<file path="config.mk">
export PLATFORM = sky130hd
export DESIGN_NAME = dual_autoreload_pwm_timer
export DESIGN_NICKNAME = d
export VERILOG_FILES = /design/src/hw/pwm_timer_pkg.sv /design/src/hw/dual_autoreload_pwm_timer.sv
export SDC_FILE = /design/constraint.sdc
export NUM_CORES = 1
export LEC_CHECK = 0
export ABC_CLOCK_PERIOD_IN_PS = 5060
export BUFFER_PORTS_ARGS = -buffer_cell sky130_fd_sc_hd__buf_2
export CORE_ASPECT_RATIO = 2
export CORE_MARGIN = 4
export CORE_UTILIZATION = 37
export DETAILED_ROUTE_END_ITERATION = 6
export PLACE_DENSITY = 0.53
export SLEW_MARGIN = 10
export SYNTH_ARGS = -nofsm -noshare
export SYNTH_HDL_FRONTEND = slang
export SYNTH_SLANG_ARGS = --single-unit
</file>
<file path="constraint.sdc">
create_clock -name ref_clk -period 5.06 [get_ports ref_clk]
set_input_delay 0 -clock ref_clk [delete_from_list [all_inputs] [get_ports ref_clk]]
set_output_delay 0 -clock ref_clk [all_outputs]
set_load 0.005 [all_outputs]
</file>
<file path="src/hw/pwm_timer_pkg.sv">
// package: register map, field layout, state record and bus carriers of the pwm timer
package pwm_timer_pkg;

    localparam int unsigned AW     = 8;
    localparam int unsigned CW     = 12;
    localparam int unsigned DTW    = 7;
    localparam int unsigned NCH    = 4;

    ////////////////////////////////////////////////////////////////////////////////
    // register byte offsets
    localparam logic [AW-1:0] OFS_CTRL    = 8'h00;
    localparam logic [AW-1:0] OFS_RELOAD1 = 8'h04;
    localparam logic [AW-1:0] OFS_RELOAD2 = 8'h08;
    localparam logic [AW-1:0] OFS_DUTY0   = 8'h0c;
    localparam logic [AW-1:0] OFS_DUTY1   = 8'h10;
    localparam logic [AW-1:0] OFS_DUTY2   = 8'h14;
    localparam logic [AW-1:0] OFS_DUTY3   = 8'h18;
    localparam logic [AW-1:0] OFS_OUTC    = 8'h1c;
    localparam logic [AW-1:0] OFS_DEADT   = 8'h20;
    localparam logic [AW-1:0] OFS_BRK1    = 8'h24;
    localparam logic [AW-1:0] OFS_BRK2    = 8'h28;
    localparam logic [AW-1:0] OFS_BREN    = 8'h2c;
    localparam logic [AW-1:0] OFS_CNT1    = 8'h30;
    localparam logic [AW-1:0] OFS_CNT2    = 8'h34;
    localparam logic [AW-1:0] OFS_STAT    = 8'h38;

    ////////////////////////////////////////////////////////////////////////////////
    // field positions
    localparam int unsigned CTRL_MODE   = 0;
    localparam int unsigned CTRL_XFER   = 1;
    localparam int unsigned CTRL_FORCE  = 3;
    localparam int unsigned OUTC_POL    = 4;
    localparam int unsigned DT_EN_BIT   = 7;
    localparam int unsigned BRK_PIN_EN  = 4;
    localparam int unsigned BRK_LEVEL   = 5;
    localparam int unsigned BRK_SEL     = 6;
    localparam int unsigned BRK_FLAG    = 7;

    localparam logic [CW-1:0] CNT_MAX   = 12'hfff;
    localparam logic [1:0]    XFER_RST  = 2'h3;
    localparam logic [1:0]    RESP_OKAY = 2'h0;
    localparam logic [1:0]    RESP_SLV  = 2'h2;

    ////////////////////////////////////////////////////////////////////////////////
    // carriers
    typedef struct packed {
        logic          awvalid;
        logic [AW-1:0] awaddr;
        logic          wvalid;
        logic [31:0]   wdata;
        logic [3:0]    wstrb;
        logic          bready;
        logic          arvalid;
        logic [AW-1:0] araddr;
        logic          rready;
    } axil_req_s;

    typedef struct packed {
        logic          awready;
        logic          wready;
        logic          bvalid;
        logic [1:0]    bresp;
        logic          arready;
        logic          rvalid;
        logic [31:0]   rdata;
        logic [1:0]    rresp;
    } axil_rsp_s;

    typedef struct packed {
        logic                     aw_full;
        logic [AW-1:0]            awaddr;
        logic                     w_full;
        logic [31:0]              wdata;
        logic [3:0]               wstrb;
        logic                     bvalid;
        logic [1:0]               bresp;
        logic                     rvalid;
        logic [31:0]              rdata;
        logic [1:0]               rresp;
        logic                     mode;
        logic [1:0]               xfer;
        logic                     dt_enable;
        logic [DTW-1:0]           dt_count;
        logic [DTW:0]             dt_act;
        logic [NCH-1:0]           oe;
        logic [NCH-1:0]           pol_pre;
        logic [NCH-1:0]           pol_act;
        logic [1:0][CW-1:0]       reload;
        logic [1:0][CW-1:0]       cnt;
        logic [NCH-1:0][CW-1:0]   duty_pre;
        logic [NCH-1:0][CW-1:0]   duty_act;
        logic [NCH-1:0]           raw;
        logic [DTW-1:0]           dly;
        logic [NCH-1:0]           pin;
        logic [NCH-1:0]           pin_oe;
        logic [1:0]               brk_en;
        logic [1:0]               brk_lvl;
        logic [1:0]               brk_sel;
        logic [1:0]               brk_flag;
        logic [NCH-1:0]           pattern;
        logic [1:0]               bren;
    } timer_state_s;

    localparam timer_state_s STATE_RST = '{xfer: XFER_RST, default: '0};

endpackage : pwm_timer_pkg

</file>
<file path="src/hw/dual_autoreload_pwm_timer.sv">
// dual 12-bit autoreload pwm timer with dead time and break, axi4-lite registers
//
// Local design decisions: the address map and register access over AXI4-Lite.
module dual_autoreload_pwm_timer (
    // clock and reset
    input  wire logic                       ref_clk,
    input  wire logic                       rst_n,
    // register bus
    input  wire pwm_timer_pkg::axil_req_s   axi_req,
    output      pwm_timer_pkg::axil_rsp_s   axi_rsp,
    // break pins
    input  wire logic [1:0]                 break_input_pin,
    // pwm pins
    output      logic [3:0]                 pulse_output,
    output      logic [3:0]                 pulse_output_oe
);

    pwm_timer_pkg::timer_state_s st;
    pwm_timer_pkg::timer_state_s n;

    logic        wr_go;
    logic [32:0] rd_w;
    logic [32:0] wr_old;
    logic [31:0] wmask;
    logic [31:0] wv;
    logic [1:0]  force_p;
    logic [1:0]  run;
    logic [1:0]  ovf;
    logic        halt;
    logic        brk1;
    logic        brk2;
    logic [3:0]  brk_ch;
    logic [3:0]  lvl;
    logic        dt_on;
    logic        dt_zero;
    logic [1:0]  duty_idx;
    logic        src;

    ////////////////////////////////////////////////////////////////////////////////
    // register read view; bit 32 flags an unmapped address
    function automatic logic [32:0] rd_word(input pwm_timer_pkg::timer_state_s s,
                                            input logic [7:0] a);
        logic [32:0] r;
        logic [1:0]  di;
        r  = '0;
        di = a[3:2] + 2'h1;
        unique case (a)
            pwm_timer_pkg::OFS_CTRL:    r[2:0]  = {s.xfer, s.mode};
            pwm_timer_pkg::OFS_RELOAD1: r[11:0] = s.reload[0];
            pwm_timer_pkg::OFS_RELOAD2: r[11:0] = s.reload[1];
            pwm_timer_pkg::OFS_DUTY0,
            pwm_timer_pkg::OFS_DUTY1,
            pwm_timer_pkg::OFS_DUTY2,
            pwm_timer_pkg::OFS_DUTY3:   r[11:0] = s.duty_pre[di];
            pwm_timer_pkg::OFS_OUTC:    r[7:0]  = {s.pol_pre, s.oe};
            pwm_timer_pkg::OFS_DEADT:   r[7:0]  = {s.dt_enable, s.dt_count};
            pwm_timer_pkg::OFS_BRK1:    r[7:0]  = {s.brk_flag[0], s.brk_sel[0],
                                                   s.brk_lvl[0], s.brk_en[0], s.pattern};
            pwm_timer_pkg::OFS_BRK2:    r[7:4]  = {s.brk_flag[1], s.brk_sel[1],
                                                   s.brk_lvl[1], s.brk_en[1]};
            pwm_timer_pkg::OFS_BREN:    r[1:0]  = s.bren;
            pwm_timer_pkg::OFS_CNT1:    r[11:0] = s.cnt[0];
            pwm_timer_pkg::OFS_CNT2:    r[11:0] = s.cnt[1];
            pwm_timer_pkg::OFS_STAT:    r[15:0] = {s.dt_act, s.pol_act, s.pin};
            default:                    r[32]   = 1'b1;
        endcase
        return r;
    endfunction : rd_word

    ////////////////////////////////////////////////////////////////////////////////
    // bus handshakes: one write and one read in flight
    always_comb begin
        axi_rsp.awready = !st.aw_full && !st.bvalid;
        axi_rsp.wready  = !st.w_full && !st.bvalid;
        axi_rsp.bvalid  = st.bvalid;
        axi_rsp.bresp   = st.bresp;
        axi_rsp.arready = !st.rvalid;
        axi_rsp.rvalid  = st.rvalid;
        axi_rsp.rdata   = st.rdata;
        axi_rsp.rresp   = st.rresp;
    end

    assign pulse_output    = st.pin;
    assign pulse_output_oe = st.pin_oe;

    ////////////////////////////////////////////////////////////////////////////////
    // next state
    always_comb begin
        n        = st;
        force_p  = 2'h0;
        wr_go    = st.aw_full && st.w_full && !st.bvalid;
        wr_old   = rd_word(st, st.awaddr);
        rd_w     = rd_word(st, axi_req.araddr);
        duty_idx = st.awaddr[3:2] + 2'h1;
        for (int b = 0; b < 4; b++) begin
            wmask[8*b +: 8] = {8{st.wstrb[b]}};
        end
        wv = (wr_old[31:0] & ~wmask) | (st.wdata & wmask);

        if (axi_req.awvalid && axi_rsp.awready) begin
            n.aw_full = 1'b1;
            n.awaddr  = axi_req.awaddr;
        end
        if (axi_req.wvalid && axi_rsp.wready) begin
            n.w_full = 1'b1;
            n.wdata  = axi_req.wdata;
            n.wstrb  = axi_req.wstrb;
        end
        if (st.bvalid && axi_req.bready) begin
            n.bvalid = 1'b0;
        end
        if (st.rvalid && axi_req.rready) begin
            n.rvalid = 1'b0;
        end
        if (axi_req.arvalid && axi_rsp.arready) begin
            n.rvalid = 1'b1;
            n.rdata  = rd_w[31:0];
            n.rresp  = rd_w[32] ? pwm_timer_pkg::RESP_SLV : pwm_timer_pkg::RESP_OKAY;
        end

        if (wr_go) begin
            n.aw_full = 1'b0;
            n.w_full  = 1'b0;
            n.bvalid  = 1'b1;
            n.bresp   = wr_old[32] ? pwm_timer_pkg::RESP_SLV : pwm_timer_pkg::RESP_OKAY;
            unique case (st.awaddr)
                pwm_timer_pkg::OFS_CTRL: begin
                    n.mode  = wv[pwm_timer_pkg::CTRL_MODE];
                    n.xfer  = wv[pwm_timer_pkg::CTRL_XFER +: 2];
                    // force bits act once and are not stored
                    force_p = wv[pwm_timer_pkg::CTRL_FORCE +: 2];
                end
                pwm_timer_pkg::OFS_RELOAD1: n.reload[0] = wv[11:0];
                pwm_timer_pkg::OFS_RELOAD2: n.reload[1] = wv[11:0];
                pwm_timer_pkg::OFS_DUTY0,
                pwm_timer_pkg::OFS_DUTY1,
                pwm_timer_pkg::OFS_DUTY2,
                pwm_timer_pkg::OFS_DUTY3: n.duty_pre[duty_idx] = wv[11:0];
                pwm_timer_pkg::OFS_OUTC: begin
                    n.oe      = wv[3:0];
                    n.pol_pre = wv[pwm_timer_pkg::OUTC_POL +: 4];
                end
                pwm_timer_pkg::OFS_DEADT: begin
                    n.dt_count  = wv[6:0];
                    n.dt_enable = wv[pwm_timer_pkg::DT_EN_BIT];
                end
                pwm_timer_pkg::OFS_BRK1: begin
                    n.pattern     = wv[3:0];
                    n.brk_en[0]   = wv[pwm_timer_pkg::BRK_PIN_EN];
                    n.brk_lvl[0]  = wv[pwm_timer_pkg::BRK_LEVEL];
                    n.brk_sel[0]  = wv[pwm_timer_pkg::BRK_SEL];
                    n.brk_flag[0] = wv[pwm_timer_pkg::BRK_FLAG];
                end
                pwm_timer_pkg::OFS_BRK2: begin
                    n.brk_en[1]   = wv[pwm_timer_pkg::BRK_PIN_EN];
                    n.brk_lvl[1]  = wv[pwm_timer_pkg::BRK_LEVEL];
                    n.brk_sel[1]  = wv[pwm_timer_pkg::BRK_SEL];
                    n.brk_flag[1] = wv[pwm_timer_pkg::BRK_FLAG];
                end
                pwm_timer_pkg::OFS_BREN: n.bren = wv[1:0];
                default: ;
            endcase
        end

        // pin detection after the software write, so a set beats a clear
        for (int j = 0; j < 2; j++) begin
            if (st.brk_en[j] && break_input_pin[st.brk_sel[j]] == st.brk_lvl[j]) begin
                n.brk_flag[j] = 1'b1;
            end
        end

        brk1   = (|n.brk_flag) && n.bren[0];
        brk2   = (|n.brk_flag) && (n.mode ? n.bren[1] : n.bren[0]);
        halt   = (|n.brk_flag) && (|n.bren);
        brk_ch = {brk2, brk2, brk1, brk1};
        run    = {st.mode, 1'b1};

        // counters; force acts like an overflow
        for (int k = 0; k < 2; k++) begin
            ovf[k] = run[k] && !halt && (st.cnt[k] == pwm_timer_pkg::CNT_MAX || force_p[k]);
            if (halt) begin
                if (k == 0 ? brk1 : brk2) begin
                    n.cnt[k] = '0;
                end
            end else if (!run[k]) begin
                n.cnt[k] = '0;
            end else if (ovf[k]) begin
                n.cnt[k] = st.reload[k];
            end else begin
                n.cnt[k] = st.cnt[k] + 12'h001;
            end
        end

        // transfer and waveform per channel
        for (int i = 0; i < 4; i++) begin
            src = (i >= 2) && st.mode;
            if (ovf[src] && st.xfer[src]) begin
                n.duty_act[i] = st.duty_pre[i];
                n.pol_act[i]  = st.pol_pre[i];
            end
            // no match once duty sits at or below reload: level stays high
            if (ovf[src]) begin
                n.raw[i] = 1'b1;
            end else if (n.cnt[src] == st.duty_act[i]) begin
                n.raw[i] = 1'b0;
            end
        end

        // dead time value only moves at an overflow so a cycle is never cut short
        if (ovf[0]) begin
            n.dt_act = {st.dt_enable, st.dt_count};
        end
        dt_on   = st.dt_act[7] && st.dt_act[6:0] != '0;
        dt_zero = st.dt_act[7] && st.dt_act[6:0] == '0;
        if (n.raw[0] != st.raw[0]) begin
            n.dly = st.dt_act[6:0];
        end else if (st.dly != '0) begin
            n.dly = st.dly - 7'h01;
        end
        lvl    = n.raw;
        lvl[0] = dt_on ? (n.raw[0] && n.dly == '0) : n.raw[0];
        lvl[1] = dt_on ? (!n.raw[0] && n.dly == '0) : n.raw[1];

        // polarity after dead time: inverted pairs may overlap
        lvl = lvl ^ n.pol_act;
        if (dt_zero) begin
            lvl[1:0] = 2'h0;
        end

        for (int i = 0; i < 4; i++) begin
            if (!n.oe[i]) begin
                n.pin[i] = 1'b0;
            end else if (brk_ch[i]) begin
                n.pin[i] = n.pattern[i];
            end else begin
                n.pin[i] = lvl[i];
            end
        end
        n.pin_oe = n.oe;

        if (halt) begin
            n.reload   = '0;
            n.duty_pre = '0;
            n.duty_act = '0;
        end
    end

    always_ff @(posedge ref_clk or negedge rst_n) begin
        if (!rst_n) begin
            st <= pwm_timer_pkg::STATE_RST;
        end else begin
            st <= n;
        end
    end
endmodule : dual_autoreload_pwm_timer

</file>
-- After elaboration in Yosys (flattened, before gate mapping)
Index checks and enable logic that the tools add are counted.
- bits in registers: 272
- bits of input ports: 61
- word-level logic and storage cells: 252
- add/subtract/negate cells: 5
- $lt $le $gt $ge: 6
- eq/ne operators: 37
- mux-type cells: 95
- bitwise operators: 5
- reductions and logical operators: 62
- operator list (kind ; number):
    $mux 12 ; 18
    $eq 8x6->1 const B ; 14
    $mux 48 ; 2
    $mux 96 ; 1
    $pmux 4 s10 ; 2
    $eq 8x5->1 const B ; 8
    $bmux 12 s2 ; 2
    $bwmux 48 ; 1
    $eq 12x12->1 ; 4
    $mux 24 ; 2
    $pmux 4 s6 ; 2
    $pmux 2 s11 ; 2
    $mux 1 ; 38
    $mux 37 ; 1
    $mux 35 ; 1
    $eq 8x4->1 const B ; 4
    $mux 8 ; 4
    $reduce_or 15->1 ; 2
    $add 12x1->12 const B ; 2
    $and 12x12->12 ; 2
    $demux 12 s2 ; 1
    $eq 12x12->1 const B ; 2
    $logic_and 1x1->1 ; 24
    $pmux 1 s10 ; 2
    other kinds (28) ; 69

-- Depth between registers and ports, before layout
Gate-level depths: netlist (run 1).
- depth after elaboration: 27
- mapped depth: 20
- depth with buffers taken out: 15

-- Worst setup path after synthesis (run 1)
No wires, ideal clock.
- path kind: register -> register
- from: register st[285] (netlist bit)
- to: register st (netlist bit pulse_output[2])
- setup time: 0.082 ns
- data arrival time: 5.025 ns
- required time: 4.978 ns
- slack: -0.047 ns
- cell stages (with the launch flop): 18
- path buffers: 3
- path through: dfrtp_1 buf_1 inv_1 ha_1 buf_6 or3_4 a22oi_4 nor3b_2 or4b_1 buf_2 a22oi_1 a22oi_2 o221a_4 o21a_1 or4b_1 or3_1 or4_1 a31oi_1
- RTL lines (what ; line ; source):
    start, declared ; dual_autoreload_pwm_timer.sv:18 ; pwm_timer_pkg::timer_state_s st;
    start signal, assigned ; dual_autoreload_pwm_timer.sv:250 ; st <= pwm_timer_pkg::STATE_RST;
    start signal, assigned ; dual_autoreload_pwm_timer.sv:252 ; st <= n;

==> summary.md, run 1 <==
| Metric | Value |
|---|---|
| Final Skew | `0.01545 ns` |
| Die Ht | `295.0 µm` |
| Mapped Area | `15240 µm²` |
| Failing checks | `design-rule violations` |
| Overflow after GRT | `0` |
| Nets | `1898` |
| Tightest Pin Transition | `1.149 ns` |
| Most common cell after layout, fill and taps aside | `dfrtp_1` |
| HPWL after DPL | `57.22 mm` |
| P per Cell Area | `561.2 nW/µm²` |
| Final Power | `9890 µW` |
| Final setup vio count | `0` |
| Aggregate global-route resource usage | `32.41%` |
| Setup crit end kind | `register` |
| Clock Tree Buf Depth | `3` |
| Detailed Route WL | `72.60 mm` |
| Clock Sinks | `248` |
| Area Growth Syn to Fin | `15.65%` |
| RSZ-0062 raised after global routing | `false` |
| Share of layout cells above drive strength 1 | `18.03%` |
| WL per Instance | `30.62 µm` |
| Initial DRC Count | `1323` |
| Ys Warns | `0` |
| Yosys top cell area share | `40.40%` |
| Synth Flop Type | `dfrtp_1` |
| Mux cell area share after synthesis | `6.939%` |
| Critical Path Max Stage Delay | `0.59 ns` |
| Vias per cell | `6.186` |
| Die width | `151.5 µm` |
| Clock Pin Slew Worst Setup and Hold Paths | `0.07 ns` |
| Post-route minimum period | `4.825 ns` |
| Worst rel slew slack | `23.37%` |
| FMAX | `207.2 MHz` |
| DRC violations left | `10` |
| M1 WL | `23.18 mm` |
| Worst skew pair latency | `0.56 ns` |
| Max_cap viols | `0` |
| Post-route clock period utilization | `95.36%` |
| Core Box Area | `40470 µm²` |
| Fin Setup TNS | `0 ns` |
| Placer Congestion | `1.053` |
| Seq/Total Area, Yosys | `40.75%` |
| PortBufs | `69` |
| DP Area | `16450 µm²` |
| Synth area leader | `dfrtp_1` |
| Avg Inst Size Synth | `8.833 µm²` |
| Initial antenna violation count | `0` |
| Crit path DAT | `5.31 ns` |
| Number of synthesized flops with an enable pin | `0` |
| Most frequent cells in the layout | `dfrtp_1 (246), nand2_1 (241), nor2_1 (167)` |
| Num CTS Buffers | `25` |
| Post-Syn Instances | `1725` |
| Vias in the first global route | `14849` |
| Critical path launch point type | `register` |
| Largest family of logic cells by synthesized area | `compound AO/OA/AOI/OAI gates` |
| Slew Limit Fails | `0` |
| Routed length on met2 | `36.11 mm` |
| TritonCTS clock tree | `done` |
| Most frequent cell on the critical path | `buf_4` |
| Worst hold slack | `0.03656 ns` |
| Crit path kind | `register to register` |
| Initial cell density of the core | `37.65%` |
| Simple-Gate Fraction of Synth Area | `20.73%` |
| Leak | `0.007674 µW` |
| Antenna Cells | `0` |
| Top Metal Used | `met4` |
| Synth area leaders | `dfrtp_1 (40%), nand2_1 (6.0%), a21oi_1 (4.3%)` |
| Critical path fanouts, max | `14` |
| Worst min path class | `primary input to async pin` |
| Outcome | `finished with violations` |
| Slowest cell on crit path | `or4b_1` |
| Die area | `44690 µm²` |
| Post-DRT Antenna Nets | `0` |
| I/O Pins | `110` |
| Synth Register Bits | `248` |
| CTS root buf | `clkbuf_16` |
| Met3 routed WL | `3.618 mm` |
| Crit-path cells | `inv_1, ha_1, buf_4, a22oi_1, o22ai_1, a211oi_2, or4b_1, buf_4, a21oi_2, buf_4, nor2_4, o221a_4, o21a_1, or4b_1, or3_1, or4_1, a31oi_1` |
| Vias | `14667` |
| FP Rows | `104` |
| Hold violation total from the final report | `0` |
| First-pass GRT wire length | `103.5 mm` |
| Worst Path Required | `5.54 ns` |
| Post-synthesis compound-gate area fraction | `21.65%` |
| Yosys cell types | `95` |
| Synth Area in XOR/XNOR | `2.357%` |
| Peak VDD IR | `0.2176 mV` |
| Async set or reset register ratio after synthesis | `100.0%` |
| Largest net degree at the start of global routing | `104` |
| Final instance area | `17620 µm²` |
| Postcts setup bufs | `0` |
| First drt pass iteration count | `7` |
| Adder-cell share of the synthesized area | `1.067%` |
| H-tree Lvls | `1` |
[layer usage]
layer  vias to the layer above  GRT usage (%)
li1                       6447              -
met1                      7185          32.15
met2                       702          56.13
met3                       333          3.742
met4                         0          32.52
met5                         -              0
[cell type report]
type,count,area [µm²]
flip-flops and latches,248,6208
well taps,530,663.1
clock buffers,32,681.9
fillers,4087,22850
multi-input cells,1284,8130
inverters,42,157.7
repair buffers,223,1629
clock inverters,12,151.4
[where the power goes]
group	switching [µW]	leakage [µW]	internal [µW]
registers	1070	0.00325	2550
clock network	863	0.000406	1110
logic	2560	0.00402	1740
[state kept, by name (all words and copies together) (netlist names)]
| register | cells |
|---|---|
| src | 1 |
| pulse_output_oe | 4 |
| pulse_output | 4 |
| axi_rsp | 20 |
| st | 219 |
[cell families after synthesis]
group | count (synthesis)
other | 1
AOI/OAI and AO/OA | 482
and+or+nand+nor | 657
buffers and inverters | 210
muxes | 73
DFF | 248
adders and majority gates | 13
xor gates and xnor gates | 41
[synth_stat cells (all sizes together), types with 11 or more instances]
master,instances
nor3,36
nor4b,11
a21o,18
mux2,31
and3,25
a22oi,26
nand3,56
or3,17
xnor2,26
nor2,169
a22o,13
o211ai,12
clkbuf,99
and2,14
mux4,23
nand2,242
o31ai,18
inv,41
a222oi,32
a21oi,132
mux2i,19
xor2,15
dfrtp,246
o21ai,102
a31oi,16
ha,13
buf,69
nand4,21
a221oi,18
o22ai,13
[worst max-delay path, delay by kind of cell, from the launching register on]
| kind | cells | cell delay (ns) |
|---|---|---|
| compound gates | 7 | 1.43 |
| fa+ha+maj | 1 | 0.25 |
| flops | 1 | 0.40 |
| simple gates | 5 | 1.95 |
| buf+inv | 4 | 0.70 |
[per-stage QoR]
stage,utilization (%),cells,setup slack (ns)
after floorplan,-,1742,0.2257
after global placement,40.65,2295,0.1295
after detailed placement,40.65,2295,0.07855
after CTS,43.50,2371,0.04175
after global routing,43.54,2371,0.01322
final,43.54,2371,0.2347
[final timing paths]
kind | start | endpoint | slack, ns | cells past startpoint
min | rst_n | st[114] | 0.04 | 2
min reg2reg | axi_rsp[12] | axi_rsp[12] | 0.47 | 1
min in group ref_clk | axi_req[9] | axi_rsp[15] | 0.04 | 5
max | st[285] | pulse_output[2] | 0.23 | 17
max in group asynchronous | rst_n | st[139] | 3.77 | 3
max reg2reg | st[285] | pulse_output[2] | 0.23 | 17
[repair_timing]
action                     in CTS  in global routing
hold endpoints to repair      117                  0
hold buffers                   32                  0
setup endpoints to repair       0                  5
resized for setup               0                  6
No activity file was read; power rests on OpenSTA's default activity.
==> inputs of run 2 (changes only) <==
ABC_CLOCK_PERIOD_IN_PS = 5920   (was 5060)
PLACE_DENSITY = 0.51   (was 0.53)
clock period = 5.92 ns   (was 5.06 ns; I/O delays follow)
==> run 2 against run 1 <==
  * The flow still finishes with violations (design-rule violations)
  * Sequential power down 12%
  * Non-clock buffer count down 59
  * Clock power about the same
  * Via count decreased by 1.9%
  * Power down 15%
  * Design area fell by 1.8%
  * Combinational power decreased by 23%
  * Cell count down 2.3%
  * Sequential share of layout area rose by 0.65 points
  * Register-to-register slack better by 0.19 ns
  * Critical path type unchanged
==> summary.md, run 2 (same netlist as run 1, synthesis figures left out) <==
| Metric | Value |
|---|---|
| FMAX | `182.1 MHz` |
| Initial DRC Count | `1204` |
| Outcome | `finished with violations` |
| Die Ht | `295.0 µm` |
| Final Util | `42.76%` |
| Post-route clock period utilization | `92.77%` |
| Critical Path Max Stage Delay | `0.56 ns` |
| Final setup vio count | `0` |
| Initial antenna violation count | `1` |
| Area of the multi-input gates | `8113 µm²` |
| Worst rel slew slack | `13.53%` |
| WL per Instance | `29.94 µm` |
| Leak | `0.007449 µW` |
| P per Cell Area | `486.6 nW/µm²` |
| R2R Setup Slk | `0.43 ns` |
| Area Growth Syn to Fin | `13.56%` |
| FF+latch area | `6208 µm²` |
| Num CTS Buffers | `26` |
| Critical path fanouts, max | `10` |
| Filler cells | `4024` |
| Final Skew | `0.01601 ns` |
| Most frequent cells in the layout | `dfrtp_1 (246), nand2_1 (242), nor2_1 (167)` |
| Initial cell density of the core | `37.65%` |
| Worst min path class | `primary input to register` |
| H-tree Lvls | `1` |
| Tightest Pin Transition | `1.288 ns` |
| Most flop-heavy register | `st` |
| TritonCTS clock tree | `done` |
| Die width | `151.5 µm` |
| Fin Setup TNS | `0 ns` |
| Core Box Area | `40470 µm²` |
| I/O Pins | `110` |
| DRC violations left | `10` |
| First-pass GRT wire length | `99.15 mm` |
| Clock Sinks | `248` |
| Crit path DAT | `5.96 ns` |
| FP Rows | `104` |
| Largest net degree at the start of global routing | `159` |
| Setup crit end kind | `register` |
| Peak VDD IR | `0.2493 mV` |
| Final worst slack | `0.4278 ns` |
| Worst Hold End | `axi_rsp[16]` |
| Worst setup path startpoint | `st[284]` |
| Die area | `44690 µm²` |
| Post-DRT Antenna Nets | `0` |
| Worst Path Required | `6.39 ns` |
| Vias per cell | `6.212` |
| First drt pass iteration count | `7` |
| Hold Crit Depth | `5` |
| PortBufs | `69` |
| Worst hold slack | `0.01459 ns` |
| HPWL after DPL | `53.73 mm` |
| Vias | `14394` |
| DP Worst Slack | `0.5709 ns` |
| Placer Congestion | `1.035` |
| Worst skew pair latency | `0.57 ns` |
| Clock Tree Buf Depth | `3` |
| Slowest cell on crit path | `and2_1` |
| Final Instance Count excl. Fillers | `2317` |
| Nets | `1840` |
| Launch point of the worst hold path | `axi_req[9]` |
| Share of layout cells above drive strength 1 | `15.34%` |
| Clock Pin Slew Worst Setup and Hold Paths | `0.06 ns` |
| Failing checks | `design-rule violations` |
| Placed cell count | `2237` |
| Most common cell after layout, fill and taps aside | `dfrtp_1` |
| Slew Limit Fails | `0` |
| Aggregate global-route resource usage | `30.89%` |
| Most frequent cell on the critical path | `buf_4` |
| R2r startpoint | `st[284]` |
| Worst R2R Path Depth | `14` |
| Post-route minimum period | `5.492 ns` |
| RSZ-0062 raised after global routing | `false` |
| FF-to-FF End | `pulse_output[3]` |
| Max_cap viols | `0` |
| Hold violation total from the final report | `0` |
| Detailed Route WL | `69.37 mm` |
| Overflow after GRT | `0` |
| Crit-path cells | `nor2_1, buf_4, nand4_1, a22oi_1, and2_1, nand2_1, buf_4, a221oi_1, nor3_1, o21ai_0, nor4b_1, nand4b_1, or3_1, a211oi_1` |
| Critical path launch point type | `register` |
| Crit path kind | `register to register` |
| Max FFs per register | `219` |
| Vias in the first global route | `14297` |
| CTS root buf | `clkbuf_16` |
run 2: power by group:
part	switching (µW)	total, µW	internal [µW]
sequential	1010	3180	2180
combinational	2050	3300	1260
clock	753	1940	1180
total	3800	8420	4620
run 2: worst max path at each step:
stage	cells past startpoint	endpoint	slack [ns]
2_1_floorplan	17	pulse_output[2]	0.81
3_3_place_gp	15	pulse_output[2]	0.63
3_5_place_dp	14	pulse_output[3]	0.57
4_1_cts	14	pulse_output[3]	0.56
5_1_grt	14	pulse_output[3]	0.15
6_report	14	pulse_output[3]	0.43
run 2: critical path, delay by kind of cell (launching register included):
family          cells  cell delay [ns]
simple gates        8             3.11
buf+inv             2             0.57
flops               1             0.47
compound gates      4             1.23
run 2: cell type report:
cell class                 instances  share of cell area (%)
multi-input combinational       1284                   46.89
sequential                       248                   35.88
timing repair buffer             164                   6.696
clock buffer                      38                   4.548
tap                              530                   3.833
clock inverter                    10                   1.229
inverter                          42                  0.9111
antenna                            1                 0.01446
run 2: what timing repair did:
item	4_1_cts	5_1_grt
resized for setup	0	0
buffers inserted	0	0
endpoints found under the hold margin	117	0
hold buffers	31	0
run 2: layer usage:
layer	part of all wire, %	vias up	global-route usage [%]
li1	-	6343	-
met1	32	7030	31.16
met2	50	716	53.85
met3	5.7	305	4.110
met4	12	0	28.33
met5	0	-	0
run 2: through the flow:
step           instance area, µm²  power, µW
6_report                    17300       8420
5_1_grt                     17300       8747
4_1_cts                     17300       8369
3_5_place_dp                15990       6403
3_3_place_gp                15990       6373
2_1_floorplan               15300       4769
